### src/cfs_params.svh
// timing counts, reset values and register layout of the fault supervisor
`ifndef CFS_PARAMS_SVH
`define CFS_PARAMS_SVH

`define CFS_CLK_MHZ 50
`define CFS_HICCUP_PAUSE_US 128
`define CFS_HICCUP_PAUSE_CYC (`CFS_HICCUP_PAUSE_US * `CFS_CLK_MHZ)
`define CFS_PG_DEGLITCH_US 40
`define CFS_PG_DEGLITCH_CYC (`CFS_PG_DEGLITCH_US * `CFS_CLK_MHZ)
`define CFS_HICCUP_CYCLES 32
`define CFS_CURRENT_LIMIT_FLAG_CYCLES 4

`define CFS_ADDR_CONTROL 4'h0
`define CFS_ADDR_STATUS 4'h1

`define CFS_CTL_SPREAD 0
`define CFS_CTL_FPWM 1
`define CFS_CTL_DISCH 2
`define CFS_CTL_SWITCHING_ENABLE_BIT 3
`define CFS_CTL_HICCUP 4
`define CFS_CTL_BLANK 5
`define CFS_CTL_RESET 8'h0C

`define CFS_ST_HICCUP 0
`define CFS_ST_CURRENT_LIMIT_FLAG 1

`endif

### src/cfs_pkg.sv
// types of the converter fault supervisor
package cfs_pkg;
  typedef struct packed {
    logic spread_enable_bit;
    logic forced_pwm_bit;
    logic discharge_enable_bit;
    logic switching_enable_bit;
    logic retry_protection_enable_bit;
    logic good_blank_during_ramp;
  } cfs_ctl_t;

  typedef struct packed {
    logic current_limit;
    logic supply_low;
    logic supply_high;
    logic supply_above_2v;
    logic thermal_shutdown;
    logic window_ok;
  } cfs_cmp_t;

  typedef enum logic [1:0] {
    CFS_OFF,
    CFS_SOFTSTART,
    CFS_RUN,
    CFS_PAUSE
  } cfs_state_t;
endpackage

### src/cfs_supervisor.sv
// converter fault supervisor: protection, discharge, spread and power good
//
// Functional notes
// spread active: frequency swings plus/minus ten percent, triangular.
// spread only if bit set, forced pwm, no external sync clock.
// discharge enable bit gates discharge; resets to enabled.
// discharge on when enable low, switching bit 0, or fault.
// discharge inactive after power-up until device enabled once.
// supply low lockout stops switching; discharge if enabled.
// supply high lockout stops switching; discharge if enabled.
// after high lockout clears, switching resumes with fresh soft-start.
// high limit turns high side off until current below low limit.
// retry protection only when its bit is 1; resets disabled.
// 32 limited cycles: stop 128 us, soft-start, repeat.
// retry event sets status flag and holds power good low.
// retry flag clears on status read only if overload gone.
// power good rising edge delayed by 40 us deglitch.
// no retry: limit forever; flag after four consecutive limited cycles.
// current limit flag clears on status read only if overload gone.
// standalone drives power good open drain; secondary reads it.
// power good low on lockouts, enable low, soft-start, thermal.
// power good released in window, or blanked during ramp.
// blanking bit ignores window comparator during voltage ramp.
// forced pwm is mode pin OR forced pwm bit.
// asynchronous comparator inputs pass two-stage synchronizer.
// consecutive limit counter clears on any unlimited cycle.
`timescale 1ns/100ps
`include "cfs_params.svh"

module cfs_supervisor
  import cfs_pkg::*;
#(
  parameter int HICCUP_PAUSE_CYC = `CFS_HICCUP_PAUSE_CYC,
  parameter int PG_DEGLITCH_CYC = `CFS_PG_DEGLITCH_CYC,
  parameter int SS_CYC = 1000,
  parameter int SPREAD_STEPS = 16
) (
  input wire logic clk_in,
  input wire logic reset_n_in,
  input wire logic [3:0] reg_addr_in,
  input wire logic [7:0] reg_wdata_in,
  input wire logic reg_wr_in,
  input wire logic reg_rd_in,
  output logic [7:0] reg_rdata_out,
  input wire logic enable_pin_in,
  input wire logic mode_pin_in,
  input wire logic ext_sync_present_in,
  input wire logic secondary_role_in,
  input wire logic ramp_active_in,
  input wire logic cycle_start_in,
  input wire logic current_high_in,
  input wire logic current_low_in,
  input wire cfs_cmp_t cmp_in,
  input wire logic power_good_pin_in,
  output logic switching_out,
  output logic high_side_on_out,
  output logic discharge_out,
  output logic forced_pwm_out,
  output logic spread_active_out,
  output logic signed [7:0] freq_trim_out,
  output logic ccm_allowed_out,
  output logic power_good_pin_out,
  output logic power_good_pin_oe_out
);

  // ****************************************
  // synchronizers
  // ****************************************
  localparam int NS = $bits(cfs_cmp_t) + 2;
  logic [NS-1:0] sync1;
  logic [NS-1:0] sync2;
  cfs_cmp_t cmp;
  logic cur_hi;
  logic cur_lo;

  always_ff @(posedge clk_in or negedge reset_n_in) begin
    if (!reset_n_in) begin
      sync1 <= '0;
      sync2 <= '0;
    end else begin
      sync1 <= {cmp_in, current_high_in, current_low_in};
      sync2 <= sync1;
    end
  end
  assign cmp = cfs_cmp_t'(sync2[NS-1:2]);
  assign cur_hi = sync2[1];
  assign cur_lo = sync2[0];

  // ****************************************
  // registers
  // ****************************************
  cfs_ctl_t ctl;
  logic [7:0] ctl_word;
  logic flag_hiccup;
  logic flag_current_limit_flag;
  logic status_rd;
  logic overload;
  localparam logic [7:0] CTL_RESET = `CFS_CTL_RESET;

  assign status_rd = reg_rd_in && reg_addr_in == `CFS_ADDR_STATUS;

  always_ff @(posedge clk_in or negedge reset_n_in) begin
    if (!reset_n_in) begin
      // field by field: struct order is not the register bit map
      ctl.spread_enable_bit <= CTL_RESET[`CFS_CTL_SPREAD];
      ctl.forced_pwm_bit <= CTL_RESET[`CFS_CTL_FPWM];
      ctl.discharge_enable_bit <= CTL_RESET[`CFS_CTL_DISCH];
      ctl.switching_enable_bit <= CTL_RESET[`CFS_CTL_SWITCHING_ENABLE_BIT];
      ctl.retry_protection_enable_bit <= CTL_RESET[`CFS_CTL_HICCUP];
      ctl.good_blank_during_ramp <= CTL_RESET[`CFS_CTL_BLANK];
    end else if (reg_wr_in && reg_addr_in == `CFS_ADDR_CONTROL) begin
      ctl.spread_enable_bit <= reg_wdata_in[`CFS_CTL_SPREAD];
      ctl.forced_pwm_bit <= reg_wdata_in[`CFS_CTL_FPWM];
      ctl.discharge_enable_bit <= reg_wdata_in[`CFS_CTL_DISCH];
      ctl.switching_enable_bit <= reg_wdata_in[`CFS_CTL_SWITCHING_ENABLE_BIT];
      ctl.retry_protection_enable_bit <= reg_wdata_in[`CFS_CTL_HICCUP];
      ctl.good_blank_during_ramp <= reg_wdata_in[`CFS_CTL_BLANK];
    end
  end

  // ****************************************
  // control readback
  // ****************************************
  // bits 7:6 are spare and read as zero
  always_comb begin
    ctl_word = 8'h00;
    ctl_word[`CFS_CTL_SPREAD] = ctl.spread_enable_bit;
    ctl_word[`CFS_CTL_FPWM] = ctl.forced_pwm_bit;
    ctl_word[`CFS_CTL_DISCH] = ctl.discharge_enable_bit;
    ctl_word[`CFS_CTL_SWITCHING_ENABLE_BIT] = ctl.switching_enable_bit;
    ctl_word[`CFS_CTL_HICCUP] = ctl.retry_protection_enable_bit;
    ctl_word[`CFS_CTL_BLANK] = ctl.good_blank_during_ramp;
  end

  always_ff @(posedge clk_in or negedge reset_n_in) begin
    if (!reset_n_in) begin
      reg_rdata_out <= 8'h00;
    end else if (reg_rd_in) begin
      unique case (reg_addr_in)
        `CFS_ADDR_CONTROL: reg_rdata_out <= ctl_word;
        `CFS_ADDR_STATUS:
          reg_rdata_out <= {6'h00, flag_current_limit_flag, flag_hiccup};
        default: reg_rdata_out <= 8'h00;
      endcase
    end else begin
      reg_rdata_out <= 8'h00;
    end
  end

  // ****************************************
  // mode and spread spectrum
  // ****************************************
  logic [7:0] tri_pos;
  logic tri_up;

  assign forced_pwm_out = mode_pin_in | ctl.forced_pwm_bit;
  assign spread_active_out = ctl.spread_enable_bit && forced_pwm_out &&
                             !ext_sync_present_in;

  // triangular trim, full scale meaning plus/minus ten percent
  // steps once per switching cycle, parked at zero while spread is off
  always_ff @(posedge clk_in or negedge reset_n_in) begin
    if (!reset_n_in) begin
      tri_pos <= 8'h00;
      tri_up <= 1'b1;
    end else if (!spread_active_out) begin
      tri_pos <= 8'h00;
      tri_up <= 1'b1;
    end else if (cycle_start_in) begin
      if (tri_up) begin
        tri_pos <= tri_pos + 8'h01;
        if (tri_pos == 8'(SPREAD_STEPS - 1)) begin
          tri_up <= 1'b0;
        end
      end else begin
        tri_pos <= tri_pos - 8'h01;
        if (tri_pos == 8'(1 - SPREAD_STEPS)) begin
          tri_up <= 1'b1;
        end
      end
    end
  end
  assign freq_trim_out = tri_pos;

  // ****************************************
  // current limiting
  // ****************************************
  logic limiting;
  logic cycle_limited;
  logic [5:0] lim_count;
  logic hiccup_trip;

  always_ff @(posedge clk_in or negedge reset_n_in) begin
    if (!reset_n_in) begin
      limiting <= 1'b0;
    end else if (cur_hi) begin
      limiting <= 1'b1;
    end else if (cur_lo) begin
      limiting <= 1'b0;
    end
  end

  always_ff @(posedge clk_in or negedge reset_n_in) begin
    if (!reset_n_in) begin
      cycle_limited <= 1'b0;
      lim_count <= 6'h00;
    end else if (!switching_out) begin
      cycle_limited <= 1'b0;
      lim_count <= 6'h00;
    end else if (cycle_start_in) begin
      cycle_limited <= cur_hi;
      if (!(cycle_limited || cur_hi)) begin
        lim_count <= 6'h00;
      end else if (lim_count != 6'h3F) begin
        lim_count <= lim_count + 6'h01;
      end
    end else if (cur_hi) begin
      cycle_limited <= 1'b1;
    end
  end

  // overload stays up until a clean cycle or a stop of switching has cleared the count
  assign overload = lim_count != 6'h00 || cur_hi;
  assign hiccup_trip = ctl.retry_protection_enable_bit &&
                       lim_count >= 6'(`CFS_HICCUP_CYCLES);
  assign high_side_on_out = switching_out && !limiting;

  // ****************************************
  // switching sequencer
  // ****************************************
  cfs_state_t state;
  logic [31:0] timer;
  logic run_ok;
  logic was_enabled;

  assign run_ok = enable_pin_in && ctl.switching_enable_bit &&
                  !cmp.supply_low && !cmp.supply_high &&
                  !cmp.thermal_shutdown;

  always_ff @(posedge clk_in or negedge reset_n_in) begin
    if (!reset_n_in) begin
      state <= CFS_OFF;
      timer <= '0;
    end else begin
      unique case (state)
        CFS_OFF: begin
          timer <= '0;
          if (run_ok) begin
            state <= CFS_SOFTSTART;
          end
        end
        CFS_SOFTSTART: begin
          timer <= timer + 32'd1;
          if (!run_ok) begin
            state <= CFS_OFF;
          end else if (hiccup_trip) begin
            state <= CFS_PAUSE;
            timer <= '0;
          end else if (timer >= 32'(SS_CYC - 1)) begin
            state <= CFS_RUN;
          end
        end
        CFS_RUN: begin
          timer <= '0;
          if (!run_ok) begin
            state <= CFS_OFF;
          end else if (hiccup_trip) begin
            state <= CFS_PAUSE;
          end
        end
        CFS_PAUSE: begin
          timer <= timer + 32'd1;
          if (timer >= 32'(HICCUP_PAUSE_CYC - 1)) begin
            state <= CFS_OFF;
            timer <= '0;
          end
        end
      endcase
    end
  end

  // a pause always ends in OFF, so a restart is a fresh soft-start
  assign switching_out = state == CFS_SOFTSTART || state == CFS_RUN;

  // ****************************************
  // output discharge
  // ****************************************
  always_ff @(posedge clk_in or negedge reset_n_in) begin
    if (!reset_n_in) begin
      was_enabled <= 1'b0;
    end else if (switching_out) begin
      was_enabled <= 1'b1;
    end
  end

  always_ff @(posedge clk_in or negedge reset_n_in) begin
    if (!reset_n_in) begin
      discharge_out <= 1'b0;
    end else begin
      discharge_out <= was_enabled && ctl.discharge_enable_bit &&
                       (!enable_pin_in || !ctl.switching_enable_bit ||
                        cmp.thermal_shutdown || cmp.supply_low ||
                        cmp.supply_high);
    end
  end

  // ****************************************
  // status flags, set wins over read clear
  // ****************************************
  always_ff @(posedge clk_in or negedge reset_n_in) begin
    if (!reset_n_in) begin
      flag_hiccup <= 1'b0;
    end else if (hiccup_trip && switching_out) begin
      flag_hiccup <= 1'b1;
    end else if (status_rd && !overload) begin
      flag_hiccup <= 1'b0;
    end
  end

  always_ff @(posedge clk_in or negedge reset_n_in) begin
    if (!reset_n_in) begin
      flag_current_limit_flag <= 1'b0;
    end else if (!ctl.retry_protection_enable_bit &&
                 lim_count >= 6'(`CFS_CURRENT_LIMIT_FLAG_CYCLES)) begin
      flag_current_limit_flag <= 1'b1;
    end else if (status_rd && !overload) begin
      flag_current_limit_flag <= 1'b0;
    end
  end

  // ****************************************
  // power good
  // ****************************************
  logic pg_raw;
  logic pg_good;
  logic [31:0] pg_count;

  // pull low as long as a hiccup pause or soft-start runs
  assign pg_raw = cmp.supply_above_2v && state == CFS_RUN &&
                  enable_pin_in && !cmp.supply_low && !cmp.supply_high &&
                  !cmp.thermal_shutdown &&
                  (cmp.window_ok ||
                   (ctl.good_blank_during_ramp && ramp_active_in));


  // only the rising edge is delayed, a fall is immediate
  always_ff @(posedge clk_in or negedge reset_n_in) begin
    if (!reset_n_in) begin
      pg_count <= '0;
      pg_good <= 1'b0;
    end else if (!pg_raw) begin
      pg_count <= '0;
      pg_good <= 1'b0;
    end else if (pg_count >= 32'(PG_DEGLITCH_CYC - 1)) begin
      pg_good <= 1'b1;
    end else begin
      pg_count <= pg_count + 32'd1;
    end
  end

  // secondary: holds the shared line low until own start-up is done
  always_ff @(posedge clk_in or negedge reset_n_in) begin
    if (!reset_n_in) begin
      power_good_pin_oe_out <= 1'b1;
      ccm_allowed_out <= 1'b0;
    end else if (secondary_role_in) begin
      power_good_pin_oe_out <= state != CFS_RUN;
      ccm_allowed_out <= state == CFS_RUN && power_good_pin_in;
    end else begin
      power_good_pin_oe_out <= !pg_good;
      ccm_allowed_out <= state == CFS_RUN;
    end
  end
  assign power_good_pin_out = 1'b0;

endmodule

### config.mk
export PLATFORM = sky130hd
export DESIGN_NAME = cfs_supervisor
export DESIGN_NICKNAME = d
export VERILOG_FILES = /design/src/cfs_pkg.sv /design/src/cfs_supervisor.sv
export VERILOG_INCLUDE_DIRS = /design/src
export SDC_FILE = /design/constraint.sdc
export NUM_CORES = 1
export LEC_CHECK = 0
export BUFFER_PORTS_ARGS = -buffer_cell sky130_fd_sc_hd__buf_4
export CORE_AREA = 5 5 106 108
export CTS_CLUSTER_SIZE = 30
export DETAILED_ROUTE_END_ITERATION = 12
export DIE_AREA = 0 0 111 113
export PLACE_DENSITY = 0.79
export SKIP_LAST_GASP = 1
export SLEW_MARGIN = 40
export SYNTH_ARGS = -nofsm -noshare
export SYNTH_HDL_FRONTEND = slang
export SYNTH_SLANG_ARGS = --single-unit
### constraint.sdc
create_clock -name clk_in -period 2 [get_ports clk_in]
set_input_delay 0.3 -clock clk_in [delete_from_list [all_inputs] [get_ports clk_in]]
set_output_delay 0.3 -clock clk_in [all_outputs]
set_load 0.02 [all_outputs]
; After elaboration in Yosys (flattened, before gate mapping)
; Cells that the tools add are included.
[classes]
bitwise = 1
eq_ne = 18
mux = 40
addsub = 5
reduce_logical = 50
n_lt_le_gt_ge = 5
[op_table]
columns = operator, n
row1 = $mux 32, 5
row2 = $pmux 32 s3, 1
row3 = $add 32x1->32 const B, 2
row4 = $ge 32x10->1 const B, 1
row5 = $ge 32x11->1 const B, 1
row6 = $ge 32x13->1 const B, 1
row7 = $mux 6, 5
row8 = $mux 8, 3
row9 = $logic_and 1x1->1, 23
row10 = $mux 1, 17
row11 = $mux 2, 7
row12 = $ne 2x2->1 const B, 6
row13 = $pmux 6 s2, 1
row14 = $logic_not 1->1, 10
row15 = $add 8x1->8 const B, 1
row16 = $eq 8x4->1 const B, 1
row17 = $eq 8x8->1 const B, 1
row18 = $logic_or 1x1->1, 8
row19 = $pmux 2 s4, 1
row20 = $sub 8x1->8 const B, 1
row21 = $add 6x1->6 const B, 1
row22 = $ge 6x3->1 const B, 1
row23 = $ge 6x6->1 const B, 1
row24 = $ne 3x2->1 const B, 2
row25 = other kinds (15), 18
[word_totals]
out_inout_bits = 24
inputBits = 31
regBits = 118

; Longest topological paths before layout
[depth]
depth_word = 8
mapped_depth = 9
ltp_nobuf = 8

; Worst setup path before layout
; OpenSTA, ideal clock, no wires.
[synth_path]
path_kind = register to register
startpoint = register tri_up
endpoint = register tri_pos[7], in the netlist freq_trim_out[7]
arrival_time_ns = 1.944
path_stages_with_launch = 9
setup_ns = 0.130
period_less_slack_ns = 2.073
path_buffers = 0
required_time_ns = 1.870
slack_ns = -0.073
cell_sequence = dfstp_2 -> inv_1 -> ha_1 -> a21oi_1 -> o211ai_1 -> o41ai_1 -> mux2i_1 -> xnor2_1 -> nor2_1
[synth_between]
elab_chain_len = 3
[synth_lines]
columns = element, line_no
row1 = from (decl), cfs_supervisor.sv:154  ; logic tri_up;
row2 = from (signal assigned), cfs_supervisor.sv:165  ; tri_up <= 1'b1;
row3 = from (signal assigned), cfs_supervisor.sv:168  ; tri_up <= 1'b1;
row4 = from (signal assigned), cfs_supervisor.sv:173  ; tri_up <= 1'b0;
row5 = $mux 8, cfs_supervisor.sv:170  ; if (tri_up) begin
row6 = $mux 8, cfs_supervisor.sv:169  ; end else if (cycle_start_in) begin
row7 = $mux 8, cfs_supervisor.sv:166  ; end else if (!spread_active_out) begin
row8 = to (signal assigned), cfs_supervisor.sv:171  ; tri_pos <= tri_pos + 8'h01;
row9 = to (signal assigned), cfs_supervisor.sv:176  ; tri_pos <= tri_pos - 8'h01;
row10 = to (decl), cfs_supervisor.sv:153  ; logic [7:0] tri_pos;
; Every way passes these cells. The select of a mux whose other input is x is not followed.
; A chain may end at the register's enable or synchronous reset.

; Worst setup path in the final report
; Ends and elaborated chain as after synthesis.

==> metrics.cfg <==
[status]
run_status=finished, final reports clean

[power]
powerDensity_mw_per_mm2=942.3
finalPower_mw=6.513
irDropWorstVdd_v=0.0007710
power.leakage_nw=3.192

[synth]
async_flop_share_pct=100.0
synth_seq_area_share_pct=54.90
synthCells=500
synth_warnings=0
ys.flop_type=dfrtp_1
synthDistinctLibCells=56
syn_area_sq_mm=0.005296
syn-mean-instance-area_sq_um=10.59
synth_edf_count=0
ys_ff_latch=116

[worst_hold_path]
holdPathStages=2
min_from=reg_wdata_in[4]
min_to=ctl[1]
worst_hold_path_type=in -> reg

[clocking]
clk_latency_ps=530
clk_pin_slew_ps=60
htree_levels=4
cts_made_buffers=17
clockBufferDepth=2
clock-sinks=116
cts-root-buf=clkbuf_8
cts_tree=built

[route]
drt_pass1_iterations=4
ant_nets=0
drtIter0Drc=245
via_per_inst=5.414
drc=0
wl_per_cell_um=15.67
routed_wl_mm=11.82
num_vias=4082

[worst_setup_path]
cp_top_family=compound AO/OA/AOI/OAI gates
crit_path_start_kind=flop
worstPathRequired_ps=2420
rrSetupSlack_ps=6
critPathMaxFanout=6
end_kind=flop
path_class=reg -> reg
worst-path-buf-inv=1
r2r-end=freq_trim_out[7]
cp_slowest_cell=dfstp_2
path_cells=inv_4 > ha_4 > a21oi_2 > o211ai_1 > o41ai_2 > mux2i_1 > xnor2_1 > nor2_1
crit_path_max_incr_delay_ps=560
cp_data_arrival_time_ps=2420
reg2reg_depth=8
r2r-start=tri_up

[global_routing]
grt_max_degree=62
antenna_found_initial=0
globalRouteOverflowTotal=0
grt_usage_pct=20.08
grt_pass1_vias=4226
grt_pass1_wl_mm=19.99

[layout]
fin_cells=754
area_growth_syn_to_layout_pct=30.50
nNetsFinal=651
n_antenna_cell=0
final_cell_mix=dfrtp_1, buf_4, nor2_1
drive_gt1_share_pct=24.76
final_common_cell=dfrtp_1
fillers=689

[timing]
worst_pin_slew_ps=566.7
max_slew_margin_pct=62.11
drv_slew=0
fmax_mhz=501.5
min_period_over_period_pct=99.70
period_needed_ps=1994
hold-worst-slack_ps=21.10
final.setup_skew_ps=10.02
rsz0062_at_grt=yes
worst_slack_ps=6.054
final-hold-violation-count=0
finalSetupViolations=0

[place]
dpl.hpwl_mm=7.585
io_buffers=48
pre_cts_slack_ps=-82.64
place_inst=699
gp_congestion=0.8637

[run]
maxCapViolCount=0

[floorplan]
start_util_pct=52.24
die-area_sq_mm=0.01254
core_sq_mm=0.01014
die_x_um=111
die_h_um=113
rows=37
ios=55

[worst reg2reg max path, delay by kind of cell (launching register included)]
| family | cells | cell delay (ps) |
|---|---|---|
| AOI/OAI and AO/OA | 3 | 590 |
| adders and majority gates | 1 | 220 |
| DFF | 1 | 560 |
| xor gates and xnor gates | 1 | 140 |
| and+or+nand+nor | 1 | 50 |
| muxes | 1 | 250 |
| buffers and inverters | 1 | 80 |
[state kept, by name, indices dropped and copies added, names as in the netlist, 2 cells and up]
register,cells
reg_rdata_out,6
ctl,6
sync1,7
timer,32
pg_count,32
lim_count,6
state,2
freq_trim_out,8
sync2,7
[kinds of logic after synthesis]
kind of cell,synth area share (%)
and+or+nand+nor,22.47
DFF,54.90
AOI/OAI and AO/OA,5.622
xor gates and xnor gates,7.111
buffers and inverters,2.953
muxes,3.189
adders and majority gates,3.685
other,0.07080
[cells in the mapped netlist, types with 6 or more instances]
cell type | instances | area (sq um)
a21oi_1 | 7 | 35.03
and2_1 | 28 | 175.2
and3_1 | 7 | 43.79
clkbuf_1 | 7 | 26.28
dfrtp_1 | 112 | 2803
ha_1 | 14 | 175.2
inv_1 | 22 | 82.58
mux2_2 | 6 | 67.56
mux2i_1 | 9 | 90.09
nand2_1 | 28 | 105.1
nand3_1 | 18 | 90.09
nand4_1 | 17 | 106.4
nor2_1 | 76 | 285.3
nor3_1 | 8 | 40.04
nor4_1 | 12 | 75.07
o21ai_0 | 14 | 70.07
xnor2_1 | 24 | 210.2
xor2_1 | 19 | 166.4
[final cells by class]
type / count / area, sq um / share of cell area, %
well taps: 136 / 170.2 / 2.462
clock buffers: 17 / 414.1 / 5.992
multi-input cells: 349 / 2349 / 33.98
repair buffers: 99 / 817.0 / 11.82
clock inverters: 15 / 168.9 / 2.444
inverters: 22 / 85.08 / 1.231
flip-flops and latches: 116 / 2908 / 42.07
[through the flow]
step           util [%]  area [sq um]  setup TNS (ps)
6_report          68.17          6912               0
5_1_grt           68.17          6912          -216.7
4_1_cts           67.33          6827          -63.86
3_5_place_dp      59.50          6032          -162.6
3_3_place_gp      59.50          6032          -53.98
2_1_floorplan         -          5321          -9.371
[routing by layer]
| metal | vias to the layer above | GRT usage [%] | wire (um) |
|---|---|---|---|
| li1 | 1923 | - | - |
| met4 | 0 | 9.113 | 242 |
| met2 | 87 | 34.10 | 6202 |
| met3 | 19 | 5.615 | 470 |
| met5 | - | 0 | 0 |
| met1 | 2053 | 23.90 | 4901 |
[worst max-delay path by stage]
| stage | startpoint | endpoint | slack [ps] | cells after the start |
|---|---|---|---|---|
| floorplan | tri_up | freq_trim_out[7] | -9 | 8 |
| global placement | tri_up | freq_trim_out[7] | -50 | 8 |
| detailed placement | tri_up | freq_trim_out[6] | -80 | 8 |
| CTS | state[0] | high_side_on_out | -60 | 5 |
| global route | freq_trim_out[1] | freq_trim_out[6] | -100 | 8 |
| finish | tri_up | freq_trim_out[7] | 6 | 8 |
[power breakdown]
part / internal, mW / leakage [nW] / switching [mW]
clock: 1.80 / 0.285 / 1.16
sequential: 2.49 / 1.55 / 0.0953
combinational: 0.451 / 1.36 / 0.521
total: 4.74 / 3.19 / 1.77
[repair_timing]
| action | CTS | global route |
|---|---|---|
| resized for setup | 11 | 9 |
| endpoints found under the setup margin | 4 | 33 |
| pin swaps | 1 | 3 |
| hold buffers | 13 | 0 |
| cloned | 0 | 0 |
| buffers inserted | 3 | 7 |
| endpoints found under the hold margin | 125 | 0 |
(Power assumes the default switching activity.)
